==> src/sock_pwr_pkg.sv <==
package sock_pwr_pkg;
  localparam logic [7:0] IDX_SOCKET_POWER_CTRL = 8'h02;
  localparam logic [7:0] IDX_MISC_CTRL_ONE     = 8'h16;
  localparam logic [7:0] IDX_MISC_CTRL_TWO     = 8'h1e;

  localparam logic [7:0] SOCKET_POWER_CTRL_RST = 8'h00;
  // Sense bits start at the pull-up level, matching the flushed synchroniser
  localparam logic [7:0] MISC_CTRL_ONE_RST     = 8'hc0;
  localparam logic [7:0] MISC_CTRL_TWO_RST     = 8'h02;

  // socket_power_ctrl fields
  localparam int PWR_VPP_LSB   = 0;
  localparam int PWR_VPP_W     = 2;
  localparam int PWR_CARD_EN   = 4;
  localparam int PWR_IF_OE     = 7;
  localparam logic [7:0] PWR_WMASK = 8'hbf;

  // misc_ctrl_one fields
  localparam int MISC1_SEL_3V  = 1;
  localparam int MISC1_VS1     = 6;
  localparam int MISC1_VS2     = 7;
  localparam logic [7:0] MISC1_WMASK = 8'h3f;

  // misc_ctrl_two fields
  localparam int MISC2_GATE_EN = 1;

  localparam logic [1:0] VPP_OFF    = 2'h0;
  localparam logic [1:0] VPP_FOLLOW = 2'h1;
  localparam logic [1:0] VPP_PROG   = 2'h2;

  localparam int CLK_PERIOD_NS = 10;
  localparam int IDLE_TIME_NS  = 1000;
  localparam int IDLE_CYCLES   = IDLE_TIME_NS / CLK_PERIOD_NS;
endpackage

==> src/sock_pwr_ctrl.sv <==
`timescale 1ns/10ps
module sock_pwr_ctrl #(
  parameter int NS       = 2,
  parameter int ADDR_W   = 26,
  parameter int STAT_W   = 4,
  parameter int IDLE_CYC = sock_pwr_pkg::IDLE_CYCLES
) (
  input  wire logic                      clk,
  input  wire logic                      srst,
  input  wire logic                      reg_wr,
  input  wire logic                      reg_rd,
  input  wire logic [$clog2(NS)-1:0]     reg_sock,
  input  wire logic [7:0]                reg_index,
  input  wire logic [7:0]                reg_wdata,
  output logic      [7:0]                reg_rdata,
  input  wire logic                      host_win_hit,
  input  wire logic [NS-1:0]             voltage_sense_first,
  input  wire logic [NS-1:0]             voltage_sense_second,
  input  wire logic [NS-1:0]             card_irq_n,
  input  wire logic [NS*STAT_W-1:0]      card_status,
  input  wire logic [NS*ADDR_W-1:0]      card_addr_in,
  output logic      [NS*ADDR_W-1:0]      card_addr,
  output logic      [NS-1:0]             vcc3_sel_n,
  output logic      [NS-1:0]             vcc5_sel_n,
  output logic      [NS-1:0]             vpp_follow_sel,
  output logic      [NS-1:0]             prog_voltage_sel,
  output logic      [NS-1:0]             card_if_en,
  output logic                           core_clk_run
);
  localparam int AW = NS * (3 + STAT_W);

  if (NS < 2 || (NS & (NS - 1)) != 0) begin : g_ns_chk
    $error("NS must be a power of two, at least 2");
  end
  if (ADDR_W < 1 || STAT_W < 1) begin : g_width_chk
    $error("ADDR_W and STAT_W must be positive");
  end

  function automatic logic is_idx(input logic [7:0] idx, input logic [7:0] ref_idx);
    return idx == ref_idx;
  endfunction

  // Register file
  logic [NS-1:0][7:0] pwr_r;
  logic [NS-1:0][7:0] pwr_nxt;
  logic [NS-1:0][7:0] misc1_r;
  logic [NS-1:0][7:0] misc1_nxt;
  logic [7:0]         misc2_r;
  logic [7:0]         misc2_nxt;
  logic [7:0]         rdata_r;
  logic [7:0]         rdata_nxt;

  // Async input path: three stages, second and third must agree
  logic [AW-1:0] s1_r;
  logic [AW-1:0] s2_r;
  logic [AW-1:0] s3_r;
  logic [AW-1:0] filt_r;
  logic [AW-1:0] filt_nxt;
  logic [AW-1:0] async_in;

  // Registered socket outputs
  logic [NS*ADDR_W-1:0] addr_r;
  logic [NS*ADDR_W-1:0] addr_nxt;
  logic [NS-1:0]        vcc3_n_r;
  logic [NS-1:0]        vcc3_n_nxt;
  logic [NS-1:0]        vcc5_n_r;
  logic [NS-1:0]        vcc5_n_nxt;
  logic [NS-1:0]        follow_r;
  logic [NS-1:0]        follow_nxt;
  logic [NS-1:0]        prog_r;
  logic [NS-1:0]        prog_nxt;
  logic [NS-1:0]        if_en_r;
  logic [NS-1:0]        if_en_nxt;
  logic                 run;
  logic                 run_r;
  logic                 wake;

  assign async_in = {card_status, card_irq_n, voltage_sense_second, voltage_sense_first};

  always_comb begin
    pwr_nxt   = pwr_r;
    misc1_nxt = misc1_r;
    misc2_nxt = misc2_r;
    rdata_nxt = rdata_r;
    for (int s = 0; s < NS; s++) begin
      // Sense bits are read-only and always reflect the filtered pins
      misc1_nxt[s][sock_pwr_pkg::MISC1_VS1] = filt_nxt[s];
      misc1_nxt[s][sock_pwr_pkg::MISC1_VS2] = filt_nxt[NS + s];
    end
    if (reg_wr) begin
      if (is_idx(reg_index, sock_pwr_pkg::IDX_SOCKET_POWER_CTRL)) begin
        pwr_nxt[reg_sock] = reg_wdata & sock_pwr_pkg::PWR_WMASK;
      end
      if (is_idx(reg_index, sock_pwr_pkg::IDX_MISC_CTRL_ONE)) begin
        misc1_nxt[reg_sock] = (misc1_nxt[reg_sock] & ~sock_pwr_pkg::MISC1_WMASK)
                            | (reg_wdata & sock_pwr_pkg::MISC1_WMASK);
      end
      if (is_idx(reg_index, sock_pwr_pkg::IDX_MISC_CTRL_TWO)) begin
        misc2_nxt = reg_wdata;
      end
    end
    if (reg_rd) begin
      if (is_idx(reg_index, sock_pwr_pkg::IDX_SOCKET_POWER_CTRL)) begin
        rdata_nxt = pwr_r[reg_sock];
      end else if (is_idx(reg_index, sock_pwr_pkg::IDX_MISC_CTRL_ONE)) begin
        rdata_nxt = misc1_r[reg_sock];
      end else if (is_idx(reg_index, sock_pwr_pkg::IDX_MISC_CTRL_TWO)) begin
        rdata_nxt = misc2_r;
      end else begin
        rdata_nxt = 8'h00;
      end
    end
  end

  always_ff @(posedge clk) begin
    if (srst) begin
      pwr_r   <= {NS{sock_pwr_pkg::SOCKET_POWER_CTRL_RST}};
      misc1_r <= {NS{sock_pwr_pkg::MISC_CTRL_ONE_RST}};
      misc2_r <= sock_pwr_pkg::MISC_CTRL_TWO_RST;
      rdata_r <= 8'h00;
    end else begin
      pwr_r   <= pwr_nxt;
      misc1_r <= misc1_nxt;
      misc2_r <= misc2_nxt;
      rdata_r <= rdata_nxt;
    end
  end

  always_comb begin
    filt_nxt = filt_r;
    for (int i = 0; i < AW; i++) begin
      if (s2_r[i] == s3_r[i]) begin
        filt_nxt[i] = s3_r[i];
      end
    end
  end

  // Pull-up is modelled by resetting to high, so an open pin reads as 1
  always_ff @(posedge clk) begin
    if (srst) begin
      s1_r   <= '1;
      s2_r   <= '1;
      s3_r   <= '1;
      filt_r <= '1;
    end else begin
      s1_r   <= async_in;
      s2_r   <= s1_r;
      s3_r   <= s2_r;
      filt_r <= filt_nxt;
    end
  end

  // Card wake sources (irq, status) are seen in the cycle before the filtered value lands, so
  // run is high from the edge where it lands, and core_clk_run one cycle after that.
  always_comb begin
    wake = reg_wr || reg_rd || host_win_hit;
    for (int s = 0; s < NS; s++) begin
      if (filt_r[2*NS + s] && !filt_nxt[2*NS + s]) begin
        wake = 1'b1;
      end
    end
    if (filt_nxt[AW-1:3*NS] != filt_r[AW-1:3*NS]) begin
      wake = 1'b1;
    end
  end

  dyn_clk_gate #(
    .IDLE_CYC (IDLE_CYC)
  ) u_gate (
    .clk     (clk),
    .srst    (srst),
    .gate_en (misc2_r[sock_pwr_pkg::MISC2_GATE_EN]),
    .wake    (wake),
    .run     (run)
  );

  always_comb begin
    addr_nxt = run ? card_addr_in : addr_r;
    for (int s = 0; s < NS; s++) begin
      // Power selects ignore the gate state on purpose
      vcc3_n_nxt[s] = !(pwr_r[s][sock_pwr_pkg::PWR_CARD_EN]
                        && misc1_r[s][sock_pwr_pkg::MISC1_SEL_3V]);
      vcc5_n_nxt[s] = !(pwr_r[s][sock_pwr_pkg::PWR_CARD_EN]
                        && !misc1_r[s][sock_pwr_pkg::MISC1_SEL_3V]);
      follow_nxt[s] = pwr_r[s][sock_pwr_pkg::PWR_CARD_EN]
                      && pwr_r[s][sock_pwr_pkg::PWR_VPP_LSB +: sock_pwr_pkg::PWR_VPP_W]
                         == sock_pwr_pkg::VPP_FOLLOW;
      prog_nxt[s]   = pwr_r[s][sock_pwr_pkg::PWR_VPP_LSB +: sock_pwr_pkg::PWR_VPP_W]
                      == sock_pwr_pkg::VPP_PROG;
      if_en_nxt[s]  = pwr_r[s][sock_pwr_pkg::PWR_IF_OE]
                      && pwr_r[s][sock_pwr_pkg::PWR_CARD_EN];
    end
  end

  always_ff @(posedge clk) begin
    if (srst) begin
      addr_r   <= '0;
      vcc3_n_r <= '1;
      vcc5_n_r <= '1;
      follow_r <= '0;
      prog_r   <= '0;
      if_en_r  <= '0;
      run_r    <= 1'b1;
    end else begin
      addr_r   <= addr_nxt;
      vcc3_n_r <= vcc3_n_nxt;
      vcc5_n_r <= vcc5_n_nxt;
      follow_r <= follow_nxt;
      prog_r   <= prog_nxt;
      if_en_r  <= if_en_nxt;
      run_r    <= run;
    end
  end

  assign reg_rdata        = rdata_r;
  assign card_addr        = addr_r;
  assign vcc3_sel_n       = vcc3_n_r;
  assign vcc5_sel_n       = vcc5_n_r;
  assign vpp_follow_sel   = follow_r;
  assign prog_voltage_sel = prog_r;
  assign card_if_en       = if_en_r;
  assign core_clk_run     = run_r;
endmodule

==> src/dyn_clk_gate.sv <==
`timescale 1ns/10ps
module dyn_clk_gate #(
  parameter int IDLE_CYC = sock_pwr_pkg::IDLE_CYCLES
) (
  input  wire logic clk,
  input  wire logic srst,
  input  wire logic gate_en,
  input  wire logic wake,
  output logic      run
);
  localparam int CW = $clog2(IDLE_CYC + 1);

  if (IDLE_CYC < 1) begin : g_idle_chk
    $error("IDLE_CYC must be at least 1");
  end

  typedef enum logic [0:0] {
    GS_RUN   = 1'b0,
    GS_SLEEP = 1'b1
  } gate_state_t;

  gate_state_t   state_r;
  gate_state_t   state_nxt;
  logic [CW-1:0] idle_r;
  logic [CW-1:0] idle_nxt;

  always_comb begin
    state_nxt = state_r;
    idle_nxt  = idle_r;
    case (state_r)
      GS_RUN: begin
        if (!gate_en || wake) begin
          idle_nxt = '0;
        end else if (idle_r == CW'(IDLE_CYC - 1)) begin
          state_nxt = GS_SLEEP;
          idle_nxt  = '0;
        end else begin
          idle_nxt = idle_r + 1'b1;
        end
      end
      GS_SLEEP: begin
        if (!gate_en || wake) begin
          state_nxt = GS_RUN;
        end
      end
      default: state_nxt = GS_RUN;
    endcase
  end

  always_ff @(posedge clk) begin
    if (srst) begin
      state_r <= GS_RUN;
      idle_r  <= '0;
    end else begin
      state_r <= state_nxt;
      idle_r  <= idle_nxt;
    end
  end

  assign run = (state_r == GS_RUN);
endmodule

==> config.mk <==
export PLATFORM = sky130hd
export DESIGN_NAME = sock_pwr_ctrl
export DESIGN_NICKNAME = d
export VERILOG_FILES = /design/src/sock_pwr_pkg.sv /design/src/sock_pwr_ctrl.sv /design/src/dyn_clk_gate.sv
export SDC_FILE = /design/constraint.sdc
export NUM_CORES = 1
export LEC_CHECK = 0
export ABC_AREA = 1
export BUFFER_PORTS_ARGS = -buffer_cell sky130_fd_sc_hd__buf_2
export CAP_MARGIN = 5
export CELL_PAD_IN_SITES_DETAIL_PLACEMENT = 0
export CELL_PAD_IN_SITES_GLOBAL_PLACEMENT = 1
export CORE_MARGIN = 2
export CORE_UTILIZATION = 38
export DETAILED_ROUTE_END_ITERATION = 8
export PLACE_DENSITY_LB_ADDON = 0.1
export SETUP_SLACK_MARGIN = 0.2
export SLEW_MARGIN = 20
export SYNTH_ARGS = -nofsm -noshare
export SYNTH_HDL_FRONTEND = slang
export SYNTH_HIERARCHICAL = 1
export SYNTH_SLANG_ARGS = --single-unit
export TNS_END_PERCENT = 1
==> constraint.sdc <==
create_clock -name clk -period 1.5 [get_ports clk]
set_input_delay 0.075 -clock clk [delete_from_list [all_inputs] [get_ports clk]]
set_output_delay 0.075 -clock clk [all_outputs]
set_load 0.01 [all_outputs]
Word-level counts from Yosys, hierarchy flattened. Cells that the tools add are included.

Magnitude comparators: 2. Bitwise operators: 2. Equal/unequal tests: 23. Add/sub/neg operators: 1. Reductions and logical operators: 26. Multiplexer cells: 38.

Operator list (number): $mux W8 (10); $bwmux W16 (2); $mux W16 (2); $mux W1 (20); $eq A8 B5 Y1 const B (2); $eq A1 B1 Y1 (14); $mux W7 (2); $logic_and A1 B1 Y1 (11); $logic_not A1 Y1 (9); $demux W8 S1 (1); $eq A8 B2 Y1 const B (1); $ne A8 B8 Y1 (1); $or A8 B6 Y8 (1); $add A7 B1 Y7 const B (1); $eq A7 B7 Y1 const B (1); $reduce_and A2 Y1 (3); $eq A2 B1 Y1 const B (2); $eq A2 B2 Y1 const B (2); $logic_or A1 B1 Y1 (3); $lt A1 B2 Y1 const B (1); $pmux W1 S2 (1); $ge A1 B1 Y1 const B (1); $not A1 Y1 (1).

Register bits after elaboration: 175. Word-level logic and storage cells: 113. Bits of input ports: 88. Output and inout port bits: 71.

Depth between registers and ports, before layout.
Depth after elaboration: 10. Depth in mapped cells: 11.

By module. The synthesis kept the hierarchy.

Modules (own cells, without submodules): sock_pwr_ctrl (cells an instance 762, area each 6045.8 µm², times used 1, sequential area each 3303.2 µm²); dyn_clk_gate (cells an instance 56, area each 436.7 µm², times used 1, sequential area each 160.2 µm²).

Worst setup path after synthesis. OpenSTA, ideal clock, no wires.

Path type: register to register. Start: reg filt_r[4]. End: reg u_gate.idle_r[5]. Arrival: 1.278 ns. Cell stages (with the launch flop): 12. Setup slack: 0.160 ns. Buffers on the path: 0. Library setup time: 0.062 ns. Cell sequence: dfxtp_1 > nand2_1 > nand2_1 > o21ai_0 > nand2_1 > nor3b_1 > nand3_1 > nor2_4 > nand2_2 > nand2_2 > nand2_4 > nor2_2.

Longest elaborated chain between the ends: 8.

RTL lines: from (decl) (RTL line sock_pwr_ctrl.sv:57) `logic [AW-1:0] filt_r;`; from (signal assigned) (RTL line sock_pwr_ctrl.sv:149) `filt_r <= filt_nxt;`; $mux W1 (RTL line sock_pwr_ctrl.sv:132) `if (s2_r[i] == s3_r[i]) begin`; $logic_not A1 Y1 (RTL line sock_pwr_ctrl.sv:158) `if (filt_r[2*NS + s] && !filt_nxt[2*NS + s]) begin`; $logic_and A1 B1 Y1 (*) (RTL line sock_pwr_ctrl.sv:158); $mux W1 (*) (2 in series) (RTL line sock_pwr_ctrl.sv:158); $mux W1 (*) (RTL line sock_pwr_ctrl.sv:162) `if (filt_nxt[AW-1:3*NS] != filt_r[AW-1:3*NS]) begin`; via wake (RTL line sock_pwr_ctrl.sv:76) `logic wake;`; $logic_or A1 B1 Y1 (*) (RTL line dyn_clk_gate.sv:32) `if (!gate_en || wake) begin`; $mux W7 (*) (RTL line dyn_clk_gate.sv:32); to (signal assigned) (RTL line dyn_clk_gate.sv:56) `idle_r <= idle_nxt;`; to (decl) (RTL line dyn_clk_gate.sv:24) `logic [CW-1:0] idle_r;`.

Mark *: on every way through the listed nets, which the timed path passes. The rest lies on a longest branch. A chain may end at the register's enable or synchronous reset.

Final worst setup path.
Start: reg s2_r[6]. End: reg u_gate.idle_r[6].

Longest elaborated chain between the ends: 6.

RTL lines: from (decl) (RTL line sock_pwr_ctrl.sv:55) `logic [AW-1:0] s2_r;`; from (signal assigned) (RTL line sock_pwr_ctrl.sv:147) `s2_r <= s1_r;`; $eq A1 B1 Y1 (RTL line sock_pwr_ctrl.sv:132); $mux W1 (RTL line sock_pwr_ctrl.sv:132); $ne A8 B8 Y1 (RTL line sock_pwr_ctrl.sv:162); $mux W1 (RTL line sock_pwr_ctrl.sv:162); via wake (RTL line sock_pwr_ctrl.sv:76); $logic_or A1 B1 Y1 (RTL line dyn_clk_gate.sv:32); $mux W7 (RTL line dyn_clk_gate.sv:32).

The timed path passes the listed nets, and every way through them passes these cells.

==> results.py <==
metrics = {
    "job": {
        "drv_cap": 0,
    },
    "power": {
        "p_int_uw": 7750,
        "seqPwrFrac": 0.476,
        "p_leak_uw": 0.004061,
        "vdd_ir_drop_max_mv": 0.8482,
        "power_density_mw_per_mm2": 1123,
        "finalPower_uw": 10030,
        "p_sw_uw": 2277,
        "combPwrFrac": 0.077,
        "p_clk_frac": 0.447,
        "swShare": 0.2271,
    },
    "synthesis": {
        "synth_area_leaders": "dfxtp_1 (53%), nor2_1 (10%), nand2_1 (7.7%)",
        "synth_seq_cells": 173,
        "yosysSeqAreaShare": 0.5343,
        "synth_top_cell_by_area": "dfxtp_1",
        "netlist.area_leader.share": 0.5343,
        "synth.distinct_cells": 34,
        "syn_inst": 818,
        "syn_nets": 907,
        "synth_area_mm2": 0.006482,
        "yosysWarningCount": 6,
        "avgSynthCellArea_um2": 7.925,
    },
    "detailed_routing": {
        "drt-total-wl_um": 15860,
        "ant_nets": 0,
        "wl_per_cell_um": 12.39,
        "first_pass_iters": 4,
        "drtIter0Drc": 225,
        "vias": 5738,
        "avgViaCountPerCell": 4.483,
        "route.detailed.drc": 0,
    },
    "layout": {
        "seqCellArea_mm2": 0.003477,
        "syn_to_final_growth_pct": 37.79,
        "final_common_cell": "nor2_1",
        "layout_common_cells": "nor2_1 (180), dfxtp_1 (162), buf_2 (158)",
        "antenna_cells": 0,
        "final_cell_area_mm2": 0.008932,
        "final_net_count": 1136,
        "nFillCells": 1568,
        "drive_gt1_frac": 0.2830,
        "multi_input_area_mm2": 0.002663,
    },
    "min_path": {
        "worstHoldPathType": "in -> reg",
        "whs_path_depth": 5,
    },
    "cts": {
        "cts_tree": "built",
        "htree_num_levels": 4,
        "root_buffer": "clkbuf_16",
        "cts.sinks": 173,
        "clk_path_buf_depth": 2,
        "numCtsBuffers": 17,
        "worstSkewPairLatency_ns": 0.42,
        "clkSlewWorstSetupHoldPaths_ns": 0.06,
    },
    "sta": {
        "finalSetupViolCount": 0,
        "finalSetupTns_ns": 0,
        "fmax_mhz": 709.6,
        "whs_ns": 0.07706,
        "fin_crit_sh": 0.9395,
        "rsz0062_at_grt": "yes",
        "finalMaxSlewViolations": 0,
        "final-hold-violation-count": 0,
        "finalCriticalPeriod_ns": 1.409,
        "worst_pin_slew_ns": 0.4070,
        "clock_skew_ns": 0.01067,
        "setup_slack_ns": 0.09076,
        "relSlewSlack": 0.7286,
    },
    "global_route": {
        "grt_use_total": 0.1821,
        "grt_start_max_net_pins": 56,
        "grt_pass1_wl_um": 26560,
        "overflow": 0,
        "antenna_found_initial": 0,
        "grt_pass1_vias": 5683,
    },
    "worst_setup_path": {
        "crit_path_max_fanout": 4,
        "worst_setup_path_end_kind": "flop",
        "cp.required_ns": 1.85,
        "cp-start-kind": "flop",
        "critical_path.max_stage_delay_ns": 0.35,
        "rr_worst_depth": 10,
        "cp_top_family": "simple AND/OR/NAND/NOR gates",
        "cp_num_cells": 10,
        "path_common_cell": "nand3_2",
        "crit_arrival_ns": 1.76,
        "cpMaxStageDelayCell": "dfxtp_2",
        "r2r_slack_ns": 0.09,
        "crit_type": "reg -> reg",
        "crit_chain": "nor2_1 > nand2_1 > nand3_2 > nor3b_4 > nand3_2 > nor2_4 > nand2_2 > nand2_4 > nand3_2 > nor2_1",
        "cp_num_buf_inv": 0,
    },
    "floorplan": {
        "fp.dieW_um": 134.6,
        "io_pins": 159,
        "coreArea_mm2": 0.01664,
        "die_y_um": 134.6,
        "dieArea_mm2": 0.01812,
        "core.rowCount": 47,
        "initial_utilization": 0.3895,
    },
    "place": {
        "gp_congestion": 0.7631,
        "placed_cell_area_mm2": 0.007518,
        "dp_hpwl_um": 10380,
        "dpl_worst_slack_ns": -0.08661,
        "io_buffers": 158,
    },
    "status": {
        "status": "complete, no violations",
    },
}
## worst reg2reg max path: cells and delay by family (launching register included)
kind | cells | cell delay (ns)
DFF | 1 | 0.35
and+or+nand+nor | 10 | 0.99
## what timing repair did
action,in CTS,in global routing
setup endpoints to repair,8,8
pin swaps,9,7
endpoints found under the hold margin,92,0
setup buffers,1,0
gates resized for setup,18,13
hold buffers,74,0
## power by group through the flow
| stage | Sequential (µW) | Clock, µW | Combinational [µW] |
|---|---|---|---|
| 6_report | 4770 | 4480 | 768 |
| 3_5_place_dp | 4870 | 0 | 614 |
| 2_1_floorplan | 4910 | 0 | 279 |
| 5_1_grt | 4790 | 4770 | 855 |
| 3_3_place_gp | 4870 | 0 | 614 |
| 4_1_cts | 4770 | 4590 | 769 |
## cell families after synthesis
family / count (synthesis) / synth area share
AND/OR/NAND/NOR: 425 / 0.2988
flip-flops: 173 / 0.5343
AO/OA/AOI/OAI: 116 / 0.09207
XOR/XNOR: 3 / 0.004054
adder cells (fa/ha/maj): 4 / 0.006562
buffers and inverters: 97 / 0.06427
## final timing paths
path,endpoint,start
max reg2reg,u_gate/idle_r[6]$_SDFFE_PP0N_,s2_r[6]$_SDFF_PP1_
min reg2reg,s2_r[4]$_SDFF_PP1_,s1_r[4]$_SDFF_PP1_
max,u_gate/idle_r[6]$_SDFFE_PP0N_,s2_r[6]$_SDFF_PP1_
min,reg_rdata[6]$_SDFFE_PP0P_,reg_rd
## Yosys cell counts (all sizes together)
library cell	n
nand4	3
dfxtp	173
a211oi	1
xor2	1
nand2	146
inv	56
buf	14
o21ai	85
nor2	192
nand3	39
o211ai	5
clkinv	6
nor3	6
nor3b	1
a21oi	24
a31oi	1
clkbuf	21
xnor2	2
ha	1
maj3	3
or2	38
## per-stage QoR
step | instances | utilization
after floorplan | 818 | -
after global placement | 1173 | 0.4518
after detailed placement | 1173 | 0.4518
after CTS | 1280 | 0.5351
after global routing | 1280 | 0.5367
final | 1280 | 0.5367
## flip-flops by register name, summed over array words and instances (netlist names)
name,count
misc1_r,16
misc2_r,8
s2_r,14
s1_r,14
filt_r,14
u_gate/state_r,1
card_if_en,2
vcc5_sel_n,2
core_clk_run,1
pwr_r,14
s3_r,14
vcc3_sel_n,2
u_gate/idle_r,7
prog_voltage_sel,2
reg_rdata,8
card_addr,52
vpp_follow_sel,2
## layout make-up
cell class                 instances  area share
multi-input combinational        548      0.2981
tap                              220     0.03082
clock inverter                    13     0.01835
sequential                       173      0.3893
inverter                          62     0.02703
clock buffer                      19     0.04847
timing repair buffer             245      0.1880
## per-layer routing
layer  share of wire  global-route usage
met4           0.012             0.05205
met2            0.45              0.3002
met5               0                   0
met1            0.48              0.2317
met3           0.064             0.05480
Power figures use the tool's default switching activity.
